## src/hw/ring_pkg.sv

```systemverilog
// Constants and types shared by the ring descriptor engine and its status merge.
// Contract
// - Top nibble of the receive message count word is written as zero.
// - Device writes the received frame length as an unsigned twelve-bit count.
// - Frame length holds only with error clear and last flag set; host clears it.
// - Transmit owner bit: host sets after filling, device clears after sending.
// - Neither party touches a descriptor after handing it over.
// - Transmit error summary is the OR of the four transmit error flags.
// - Error summary goes into whichever descriptor is current at the error.
// - Per-frame check insert, read at frame start, overrides the global disable.
// - Device sets the multiple-retry flag when more than one retry occurred.
// - Device sets the single-retry flag for exactly one retry; the code leaves it clear when a late collision is flagged.
// - Device sets the deferred flag when it waited for a busy channel.
// - Retry and deferred flags appear only with last flag or error summary set.
// - Owned descriptors without first flag are skipped until an owned first appears.
// - Receive: device clears ownership after filling, host sets it after emptying.
// - Device writes receive first and last flags for each incoming frame.
package ring_pkg;
	localparam int unsigned DESC_COUNT       = 4;
	localparam int unsigned IDX_W            = 2;
	localparam int unsigned WIDX_W           = 3;
	localparam int unsigned RETRY_W          = 5;
	localparam int unsigned CTRL_W           = 3;
	localparam int unsigned OWN_BIT          = 15;
	localparam int unsigned ERR_BIT          = 14;
	localparam int unsigned FCS_BIT          = 13;
	localparam int unsigned MORE_BIT         = 12;
	localparam int unsigned ONE_BIT          = 11;
	localparam int unsigned DEF_BIT          = 10;
	localparam int unsigned STP_BIT          = 9;
	localparam int unsigned ENP_BIT          = 8;
	localparam int unsigned CTRL_FCS_DIS_BIT = 0;
	localparam int unsigned CTRL_TX_EN_BIT   = 1;
	localparam int unsigned CTRL_RX_EN_BIT   = 2;
	localparam int unsigned ST_RX_IDX_LSB    = 4;
	localparam int unsigned ST_TX_FRAME_BIT  = 8;
	localparam int unsigned ST_RX_FIRST_BIT  = 9;
	localparam int unsigned ST_TX_BUSY_BIT   = 12;
	localparam int unsigned ST_RX_BUSY_BIT   = 13;
	localparam logic [11:0] CTRL_OFF         = 12'h000;
	localparam logic [11:0] STAT_OFF         = 12'h004;
	localparam logic [11:0] TX_BASE          = 12'h100;
	localparam logic [11:0] RX_BASE          = 12'h200;
	localparam logic [11:0] DESC_MASK        = 12'hfe0;
	localparam logic [CTRL_W-1:0] CTRL_RESET = 3'h0;
	localparam logic [31:0] MEM_RESET        = 32'h0000_0000;
	localparam logic [3:0]  UNUSED_BITS_VAL  = 4'h0;
	localparam logic [11:0] LEN_NONE         = 12'h000;
	localparam logic        HRESP_OKAY       = 1'b0;

	typedef enum logic [1:0] {TX_IDLE, TX_POLL, TX_SEND, TX_WB} tx_state_t;
	typedef enum logic [1:0] {RX_IDLE, RX_POLL, RX_FILL, RX_WB} rx_state_t;
endpackage

```

## src/hw/tx_merge_if.sv

```systemverilog
// Interface carrying a transmit descriptor control word and its completion status.
`timescale 1ns/10ps
interface tx_merge_if;
	import ring_pkg::*;
	logic [15:0]        old_ctrl;
	logic               underrun_error;
	logic               late_collision_error;
	logic               carrier_lost_error;
	logic               retry_exhausted_error;
	logic               waited_for_channel;
	logic [RETRY_W-1:0] retries;
	logic [15:0]        new_ctrl;
	logic               err;

	modport merge (
		input  old_ctrl, underrun_error, late_collision_error, carrier_lost_error,
		input  retry_exhausted_error, waited_for_channel, retries,
		output new_ctrl, err
	);
	modport engine (
		output old_ctrl, underrun_error, late_collision_error, carrier_lost_error,
		output retry_exhausted_error, waited_for_channel, retries,
		input  new_ctrl, err
	);
endinterface

```

## src/hw/ring_descriptor_fields.sv

```systemverilog
// Descriptor ring engine: AHB-Lite view of the rings plus transmit and receive walkers.
//
// Design decisions made here: the register offsets and the AHB-Lite interface to the registers.
`timescale 1ns/10ps
module ring_descriptor_fields (
	input  wire logic                          hclk,
	input  wire logic                          hresetn,
	input  wire logic                          hsel,
	input  wire logic [31:0]                   haddr,
	input  wire logic [1:0]                    htrans,
	input  wire logic                          hwrite,
	input  wire logic [2:0]                    hsize,
	input  wire logic [31:0]                   hwdata,
	input  wire logic                          hready,
	output logic [31:0]                        hrdata,
	output logic                               hreadyout,
	output logic                               hresp,
	output logic                               tx_buf_valid,
	output logic [23:0]                        tx_buf_addr,
	output logic [11:0]                        tx_buf_len,
	output logic                               tx_first,
	output logic                               tx_last,
	output logic                               tx_fcs_on,
	input  wire logic                          tx_buf_done,
	input  wire logic                          underrun_error,
	input  wire logic                          late_collision_error,
	input  wire logic                          carrier_lost_error,
	input  wire logic                          retry_exhausted_error,
	input  wire logic                          waited_for_channel,
	input  wire logic [ring_pkg::RETRY_W-1:0]  tx_retries,
	output logic                               rx_buf_valid,
	output logic [23:0]                        rx_buf_addr,
	output logic [11:0]                        rx_buf_len,
	input  wire logic                          rx_buf_done,
	input  wire logic                          rx_buf_last,
	input  wire logic [11:0]                   rx_frame_len,
	input  wire logic                          rx_frame_err
);
	import ring_pkg::*;

	// ************************************************************
	// Helpers
	// ************************************************************
	function automatic logic [11:0] neg_len(input logic [11:0] b);
		return ~b + 12'h001;
	endfunction

	function automatic logic desc_hit(input logic [11:0] a, input logic [11:0] base);
		return (a & DESC_MASK) == base;
	endfunction

	// ************************************************************
	// Storage and state
	// ************************************************************
	logic [31:0]        tx_mem [DESC_COUNT*2];
	logic [31:0]        rx_mem [DESC_COUNT*2];
	logic [CTRL_W-1:0]  ctrl_q, ctrl_d;
	logic               dp_valid_q, dp_valid_d;
	logic               dp_write_q, dp_write_d;
	logic [11:0]        dp_addr_q, dp_addr_d;
	logic [31:0]        hrdata_q, hrdata_d;
	logic               hreadyout_q;
	logic               acc, bus_wr;
	logic [31:0]        rd_word;

	tx_state_t          tx_state_q, tx_state_d;
	logic [IDX_W-1:0]   tx_idx_q, tx_idx_d;
	logic               tx_in_frame_q, tx_in_frame_d;
	logic               tx_valid_q, tx_valid_d;
	logic [23:0]        tx_addr_q, tx_addr_d;
	logic [11:0]        tx_len_q, tx_len_d;
	logic               tx_first_q, tx_first_d;
	logic               tx_last_q, tx_last_d;
	logic               tx_fcs_q, tx_fcs_d;
	logic [9:0]         tx_stat_q, tx_stat_d;
	logic               tx_we;
	logic [31:0]        tx_cur_w0, tx_wword;
	logic [15:0]        tx_cur_ctrl;
	logic [23:0]        tx_cur_addr;
	logic               fcs_expect;

	rx_state_t          rx_state_q, rx_state_d;
	logic [IDX_W-1:0]   rx_idx_q, rx_idx_d;
	logic               rx_first_q, rx_first_d;
	logic               rx_valid_q, rx_valid_d;
	logic [23:0]        rx_addr_q, rx_addr_d;
	logic [11:0]        rx_len_q, rx_len_d;
	logic               rx_last_q, rx_last_d;
	logic               rx_err_q, rx_err_d;
	logic [11:0]        rx_flen_q, rx_flen_d;
	logic               rx_we;
	logic [31:0]        rx_cur_w0, rx_cur_w1, rx_w0, rx_w1;

	tx_merge_if         mif ();

	tx_status_merge u_merge (
		.m (mif.merge)
	);

	// ************************************************************
	// AHB-Lite slave
	// ************************************************************
	assign acc = hsel & htrans[1] & hready;
	assign bus_wr = dp_valid_q & dp_write_q;

	always_comb
	begin
		rd_word = MEM_RESET;
		if (haddr[11:0] == CTRL_OFF)
			rd_word[CTRL_W-1:0] = ctrl_q;
		else if (haddr[11:0] == STAT_OFF)
		begin
			rd_word[IDX_W-1:0] = tx_idx_q;
			rd_word[ST_RX_IDX_LSB +: IDX_W] = rx_idx_q;
			rd_word[ST_TX_FRAME_BIT] = tx_in_frame_q;
			rd_word[ST_RX_FIRST_BIT] = rx_first_q;
			rd_word[ST_TX_BUSY_BIT] = tx_state_q != TX_IDLE;
			rd_word[ST_RX_BUSY_BIT] = rx_state_q != RX_IDLE;
		end
		else if (desc_hit(haddr[11:0], TX_BASE))
			rd_word = tx_mem[haddr[4:2]];
		else if (desc_hit(haddr[11:0], RX_BASE))
			rd_word = rx_mem[haddr[4:2]];
	end

	always_comb
	begin
		dp_valid_d = acc;
		dp_write_d = acc & hwrite;
		dp_addr_d = acc ? haddr[11:0] : dp_addr_q;
		hrdata_d = hrdata_q;
		ctrl_d = ctrl_q;
		if (acc && !hwrite)
		begin
			hrdata_d = rd_word;
			if (bus_wr && dp_addr_q == haddr[11:0] && (desc_hit(dp_addr_q, TX_BASE)
				|| desc_hit(dp_addr_q, RX_BASE)))
				hrdata_d = hwdata;
			else if (bus_wr && dp_addr_q == haddr[11:0] && dp_addr_q == CTRL_OFF)
				hrdata_d[CTRL_W-1:0] = hwdata[CTRL_W-1:0];
		end
		if (bus_wr && dp_addr_q == CTRL_OFF)
			ctrl_d = hwdata[CTRL_W-1:0];
	end

	always_ff @(posedge hclk or negedge hresetn)
	begin
		if (!hresetn)
		begin
			dp_valid_q <= 1'b0;
			dp_write_q <= 1'b0;
			dp_addr_q <= CTRL_OFF;
			hrdata_q <= MEM_RESET;
			hreadyout_q <= 1'b1;
			ctrl_q <= CTRL_RESET;
		end
		else
		begin
			dp_valid_q <= dp_valid_d;
			dp_write_q <= dp_write_d;
			dp_addr_q <= dp_addr_d;
			hrdata_q <= hrdata_d;
			hreadyout_q <= 1'b1;
			ctrl_q <= ctrl_d;
		end
	end

	assign hrdata = hrdata_q;
	assign hreadyout = hreadyout_q;
	assign hresp = HRESP_OKAY;

	// ************************************************************
	// Descriptor memory
	// ************************************************************
	always_ff @(posedge hclk or negedge hresetn)
	begin
		if (!hresetn)
		begin
			for (int i = 0; i < DESC_COUNT*2; i++)
			begin
				tx_mem[i] <= MEM_RESET;
				rx_mem[i] <= MEM_RESET;
			end
		end
		else
		begin
			if (bus_wr && desc_hit(dp_addr_q, TX_BASE))
				tx_mem[dp_addr_q[4:2]] <= hwdata;
			if (bus_wr && desc_hit(dp_addr_q, RX_BASE))
				rx_mem[dp_addr_q[4:2]] <= hwdata;
			if (tx_we)
				tx_mem[{tx_idx_q, 1'b0}] <= tx_wword;
			if (rx_we)
			begin
				rx_mem[{rx_idx_q, 1'b0}] <= rx_w0;
				rx_mem[{rx_idx_q, 1'b1}] <= rx_w1;
			end
		end
	end

	// ************************************************************
	// Transmit walker
	// ************************************************************
	assign tx_cur_w0 = tx_mem[{tx_idx_q, 1'b0}];
	assign tx_cur_ctrl = tx_cur_w0[31:16];
	assign tx_cur_addr = {tx_cur_ctrl[7:0], tx_cur_w0[15:0]};
	assign fcs_expect = tx_cur_ctrl[FCS_BIT] | ~ctrl_q[CTRL_FCS_DIS_BIT];

	assign mif.old_ctrl = tx_cur_ctrl;
	assign mif.underrun_error = tx_stat_q[9];
	assign mif.late_collision_error = tx_stat_q[8];
	assign mif.carrier_lost_error = tx_stat_q[7];
	assign mif.retry_exhausted_error = tx_stat_q[6];
	assign mif.waited_for_channel = tx_stat_q[5];
	assign mif.retries = tx_stat_q[4:0];
	assign tx_wword = {mif.new_ctrl, tx_cur_w0[15:0]};

	always_comb
	begin
		tx_state_d = tx_state_q;
		tx_idx_d = tx_idx_q;
		tx_in_frame_d = tx_in_frame_q;
		tx_valid_d = tx_valid_q;
		tx_addr_d = tx_addr_q;
		tx_len_d = tx_len_q;
		tx_first_d = tx_first_q;
		tx_last_d = tx_last_q;
		tx_fcs_d = tx_fcs_q;
		tx_stat_d = tx_stat_q;
		tx_we = 1'b0;
		case (tx_state_q)
			TX_IDLE:
				if (ctrl_q[CTRL_TX_EN_BIT])
					tx_state_d = TX_POLL;
			TX_POLL:
				if (!ctrl_q[CTRL_TX_EN_BIT] && !tx_in_frame_q)
					tx_state_d = TX_IDLE;
				else if (tx_cur_ctrl[OWN_BIT] && (tx_in_frame_q || tx_cur_ctrl[STP_BIT]))
				begin
					tx_valid_d = 1'b1;
					tx_addr_d = tx_cur_addr;
					tx_len_d = neg_len(tx_mem[{tx_idx_q, 1'b1}][11:0]);
					tx_first_d = tx_cur_ctrl[STP_BIT];
					tx_last_d = tx_cur_ctrl[ENP_BIT];
					if (tx_cur_ctrl[STP_BIT])
						tx_fcs_d = fcs_expect;
					tx_state_d = TX_SEND;
				end
				else if (tx_cur_ctrl[OWN_BIT])
					tx_idx_d = tx_idx_q + 2'h1;
			TX_SEND:
				if (tx_buf_done)
				begin
					tx_valid_d = 1'b0;
					tx_stat_d = {underrun_error, late_collision_error, carrier_lost_error,
						retry_exhausted_error, waited_for_channel, tx_retries};
					tx_state_d = TX_WB;
				end
			default:
				if (!bus_wr)
				begin
					tx_we = 1'b1;
					tx_idx_d = tx_idx_q + 2'h1;
					tx_in_frame_d = ~(tx_last_q | mif.err);
					tx_state_d = TX_POLL;
				end
		endcase
	end

	always_ff @(posedge hclk or negedge hresetn)
	begin
		if (!hresetn)
		begin
			tx_state_q <= TX_IDLE;
			tx_idx_q <= '0;
			tx_in_frame_q <= 1'b0;
			tx_valid_q <= 1'b0;
			tx_addr_q <= '0;
			tx_len_q <= '0;
			tx_first_q <= 1'b0;
			tx_last_q <= 1'b0;
			tx_fcs_q <= 1'b0;
			tx_stat_q <= '0;
		end
		else
		begin
			tx_state_q <= tx_state_d;
			tx_idx_q <= tx_idx_d;
			tx_in_frame_q <= tx_in_frame_d;
			tx_valid_q <= tx_valid_d;
			tx_addr_q <= tx_addr_d;
			tx_len_q <= tx_len_d;
			tx_first_q <= tx_first_d;
			tx_last_q <= tx_last_d;
			tx_fcs_q <= tx_fcs_d;
			tx_stat_q <= tx_stat_d;
		end
	end

	assign tx_buf_valid = tx_valid_q;
	assign tx_buf_addr = tx_addr_q;
	assign tx_buf_len = tx_len_q;
	assign tx_first = tx_first_q;
	assign tx_last = tx_last_q;
	assign tx_fcs_on = tx_fcs_q;

	// ************************************************************
	// Receive walker
	// ************************************************************
	assign rx_cur_w0 = rx_mem[{rx_idx_q, 1'b0}];
	assign rx_cur_w1 = rx_mem[{rx_idx_q, 1'b1}];

	always_comb
	begin
		rx_w0 = rx_cur_w0;
		rx_w0[16+OWN_BIT] = 1'b0;
		rx_w0[16+ERR_BIT] = rx_err_q;
		rx_w0[16+STP_BIT] = rx_first_q;
		rx_w0[16+ENP_BIT] = rx_last_q;
		rx_w1 = rx_cur_w1;
		rx_w1[31:28] = UNUSED_BITS_VAL;
		rx_w1[27:16] = (rx_last_q && !rx_err_q) ? rx_flen_q : LEN_NONE;
	end

	always_comb
	begin
		rx_state_d = rx_state_q;
		rx_idx_d = rx_idx_q;
		rx_first_d = rx_first_q;
		rx_valid_d = rx_valid_q;
		rx_addr_d = rx_addr_q;
		rx_len_d = rx_len_q;
		rx_last_d = rx_last_q;
		rx_err_d = rx_err_q;
		rx_flen_d = rx_flen_q;
		rx_we = 1'b0;
		case (rx_state_q)
			RX_IDLE:
				if (ctrl_q[CTRL_RX_EN_BIT])
					rx_state_d = RX_POLL;
			RX_POLL:
				if (!ctrl_q[CTRL_RX_EN_BIT] && rx_first_q)
					rx_state_d = RX_IDLE;
				else if (rx_cur_w0[16+OWN_BIT])
				begin
					rx_valid_d = 1'b1;
					rx_addr_d = {rx_cur_w0[23:16], rx_cur_w0[15:0]};
					rx_len_d = neg_len(rx_cur_w1[11:0]);
					rx_state_d = RX_FILL;
				end
			RX_FILL:
				if (rx_buf_done)
				begin
					rx_valid_d = 1'b0;
					rx_last_d = rx_buf_last;
					rx_err_d = rx_frame_err;
					rx_flen_d = rx_frame_len;
					rx_state_d = RX_WB;
				end
			default:
				if (!bus_wr)
				begin
					rx_we = 1'b1;
					rx_idx_d = rx_idx_q + 2'h1;
					rx_first_d = rx_last_q | rx_err_q;
					rx_state_d = RX_POLL;
				end
		endcase
	end

	always_ff @(posedge hclk or negedge hresetn)
	begin
		if (!hresetn)
		begin
			rx_state_q <= RX_IDLE;
			rx_idx_q <= '0;
			rx_first_q <= 1'b1;
			rx_valid_q <= 1'b0;
			rx_addr_q <= '0;
			rx_len_q <= '0;
			rx_last_q <= 1'b0;
			rx_err_q <= 1'b0;
			rx_flen_q <= '0;
		end
		else
		begin
			rx_state_q <= rx_state_d;
			rx_idx_q <= rx_idx_d;
			rx_first_q <= rx_first_d;
			rx_valid_q <= rx_valid_d;
			rx_addr_q <= rx_addr_d;
			rx_len_q <= rx_len_d;
			rx_last_q <= rx_last_d;
			rx_err_q <= rx_err_d;
			rx_flen_q <= rx_flen_d;
		end
	end

	assign rx_buf_valid = rx_valid_q;
	assign rx_buf_addr = rx_addr_q;
	assign rx_buf_len = rx_len_q;
endmodule

```

## src/hw/tx_status_merge.sv

```systemverilog
// Builds the transmit control word written back when a buffer completes.
`timescale 1ns/10ps
module tx_status_merge (
	tx_merge_if.merge m
);
	import ring_pkg::*;

	logic meaningful;

	always_comb
	begin
		m.err = m.underrun_error | m.late_collision_error | m.carrier_lost_error
			| m.retry_exhausted_error;
		meaningful = m.old_ctrl[ENP_BIT] | m.err;
		m.new_ctrl = m.old_ctrl;
		m.new_ctrl[OWN_BIT] = 1'b0;
		m.new_ctrl[ERR_BIT] = m.err;
		m.new_ctrl[MORE_BIT] = meaningful & (m.retries > 5'h01);
		m.new_ctrl[ONE_BIT] = meaningful & (m.retries == 5'h01)
			& ~m.late_collision_error;
		m.new_ctrl[DEF_BIT] = meaningful & m.waited_for_channel;
	end
endmodule

```

## config.mk

```make
export PLATFORM = sky130hd
export DESIGN_NAME = ring_descriptor_fields
export DESIGN_NICKNAME = d
export VERILOG_FILES = /design/src/hw/ring_pkg.sv /design/src/hw/tx_merge_if.sv /design/src/hw/ring_descriptor_fields.sv /design/src/hw/tx_status_merge.sv
export SDC_FILE = /design/constraint.sdc
export NUM_CORES = 2
export LEC_CHECK = 0
export ABC_AREA = 1
export BUFFER_PORTS_ARGS = -buffer_cell sky130_fd_sc_hd__buf_2
export CAP_MARGIN = 25
export CORE_ASPECT_RATIO = 0.8
export CORE_UTILIZATION = 55
export CTS_CLUSTER_DIAMETER = 150
export DETAILED_ROUTE_END_ITERATION = 7
export PLACE_DENSITY_LB_ADDON = 0.05
export REMOVE_ABC_BUFFERS = 1
export SKIP_LAST_GASP = 1
export SLEW_MARGIN = 20
export SYNTH_ARGS = -nofsm -noshare
export SYNTH_HDL_FRONTEND = slang
export SYNTH_HIERARCHICAL = 1
export SYNTH_SLANG_ARGS = --single-unit
```

## constraint.sdc

```tcl
create_clock -name hclk -period 2.2 [get_ports hclk]
set_input_delay 0.22 -clock hclk [delete_from_list [all_inputs] [get_ports hclk]]
set_output_delay 0.22 -clock hclk [all_outputs]
set_load 0.03 [all_outputs]
```

==> impl_results.md <==
* Synth Instances at between 5000 and 6000
* Slew @ Worst Pin at a little under 0.7 ns
* Total power at a little under 60 mW
* Routed via count at 41100
* Number of port buffers at roughly 180
* Pwr dens at approximately 1300 nW/um2
* Setup Crit Path Kind: register to register
* Initial antenna violation count at 4
* Initial Util at 55.9%
* CTS sink cnt at 672
* IO Count at 211
* Total wire length at 156000 um
* Largest net degree at the start of global routing at a little over 90
* Pre-CTS setup slack at ~0.07 ns
* Wire per inst at roughly 23 um
* First-pass GRT wire length at 234000 um
* TritonCTS buffer count at 73
* Minimum clock period at approximately 2.1 ns
* GR Util met3 at a little over a tenth
* Worst Reg2Reg Path Length in Cells at 6
* Vias per cell at approximately 6.2
* Leakage at roughly 23 nW
* Busiest grt layer: met2
* Row Count at 86
* Post-route ant nets at 0
* CP max FO at 27
* Share of layout cells above drive strength 1 at between 10% and 20%
* H-tree levels at 3
* Fin util at about two thirds
* Die W at about 300 um
* DP HPWL at roughly 100000 um
* Clock Tree Root: clkbuf_16
* Filler Cell Count at approximately 6300
* Total grt overflow at 0
* Max cap viols at 0
* Hold crit path type: input pin to register
* Die area at a little over 70000 um2
* Clock Latency Late Sink at 0.63 ns
* GPL Wtd Cong at between 0.9 and 1
* Met1 Track Usage GR at about three fifths
* R2R setup slack at approximately 0.064 ns
* Setup Skew at 0.0232 ns
* CTS clock-pin slew for the worst setup and hold paths at ~0.060 ns
* Endpoint class of the critical path: register
* Synth Area per Inst at 7.00 um2
* Final Slew Violations at 0
* Area grow syn2layout at 17.1%
* Mapped Area at around 39000 um2
* Setup violations, final at 0
* GRT Total Usage at ~43%
* Fin crit share at 97.1%
* TritonCTS clock tree: done
* Core Region at 69300 um2
* WHS Path Cells at 3
* CP Data Required Time at ~2.7 ns
* Die height at 239 um
* Status: finished clean
* Worst EP arrival at ~2.6 ns
* RSZ-0062 raised after global routing: true
* Maximum VDD drop at ~0.001 V
* FMAX at ~470 MHz
* Final WS setup at 0.0637 ns
* Met2 usage at about 62%
* Clock buffer depth at 3
* Slew headroom at between 50 and 60%
* Final Hold Violating Endpoints at 0
* Startpoint types: register
* DRT Pass-1 Iters at 8
* Vias in the first global route at 37800
* DRC Markers at 0
* Final net count at 5812
* DRT iter0 DRCs at ~6300
* Synthesis warning total at 6
## worst max-delay path: stages (launching register included)
cell and delay [ns]:
dfrtp_2 0.48, inv_4 0.16, buf_12 0.21, buf_4 0.32
o21ai_0 0.18, a21oi_1 0.46, o21ai_0 0.16
## layout make-up
class	count	area [um2]	area share, %
clock inverters	31	330	0.728
diodes	1	2.50	0.00552
well taps	924	1160	2.55
repair buffers	520	4880	10.8
clock buffers	97	2100	4.63
inverters	482	1830	4.03
multi-input cells	3943	18200	40.2
flip-flops and latches	672	16800	37.1
## where the power goes
part           total (mW)  switching, mW  leakage (nW)  internal (mW)
Sequential           19.7           2.98          7.16           16.7
Combinational        25.6           17.0          14.6           8.60
Clock                12.8           5.40          1.22           7.41
## timing repair
action	4_1_cts	5_1_grt
setup endpoints to repair	0	78
buffers inserted	0	4
resized for setup	0	17
hold buffers	61	0
hold endpoints to repair	529	0
## layout by cell type, fill, tap and decap left out, drive strengths merged, types with 16 or more instances in the layout
cell,n
nand2,1643
dfrtp,671
o21ai,547
a21oi,484
inv,481
nor2,467
buf,459
nand3,440
a31oi,128
o211ai,124
clkbuf,97
dlygate4sd3,61
clkinv,25
ha,20
nand4,18
nor3,16
## per-stage QoR
step	hold WS [ns]	instance area (um2)	instances	TNS, ns
6_report	0.0169	45300	6670	0
5_1_grt	0.0225	45300	6669	-0.00155
3_5_place_dp	0.177	42200	6476	0
3_3_place_gp	0.176	42200	6476	0
4_1_cts	0.000727	45300	6665	0
2_1_floorplan	-0.0756	36700	5097	-1011.97
## per-layer routing
| layer | wire [um] | vias up | part of all wire (%) |
|---|---|---|---|
| met5 | 23 | - | 0.015 |
| met4 | 7650 | 4 | 4.9 |
| met3 | 21900 | 512 | 14 |
| met2 | 64300 | 2972 | 41 |
| met1 | 61900 | 19300 | 40 |
| li1 | - | 18300 | - |
## worst paths after layout
| kind | start | endpoint |
|---|---|---|
| max in group asynchronous | hresetn | hrdata[19] |
| worst max register to register | rx_idx_q[0] | rx_buf_addr[20] |
| worst min-delay path | hwdata[20] | tx_mem[116] |
| min in group asynchronous | hresetn | dp_addr_q[9] |
| worst min register to register | tx_buf_addr[1] | tx_buf_addr[1] |
| worst max-delay path | rx_idx_q[0] | rx_buf_addr[20] |
Power figures use the tool's default switching activity.
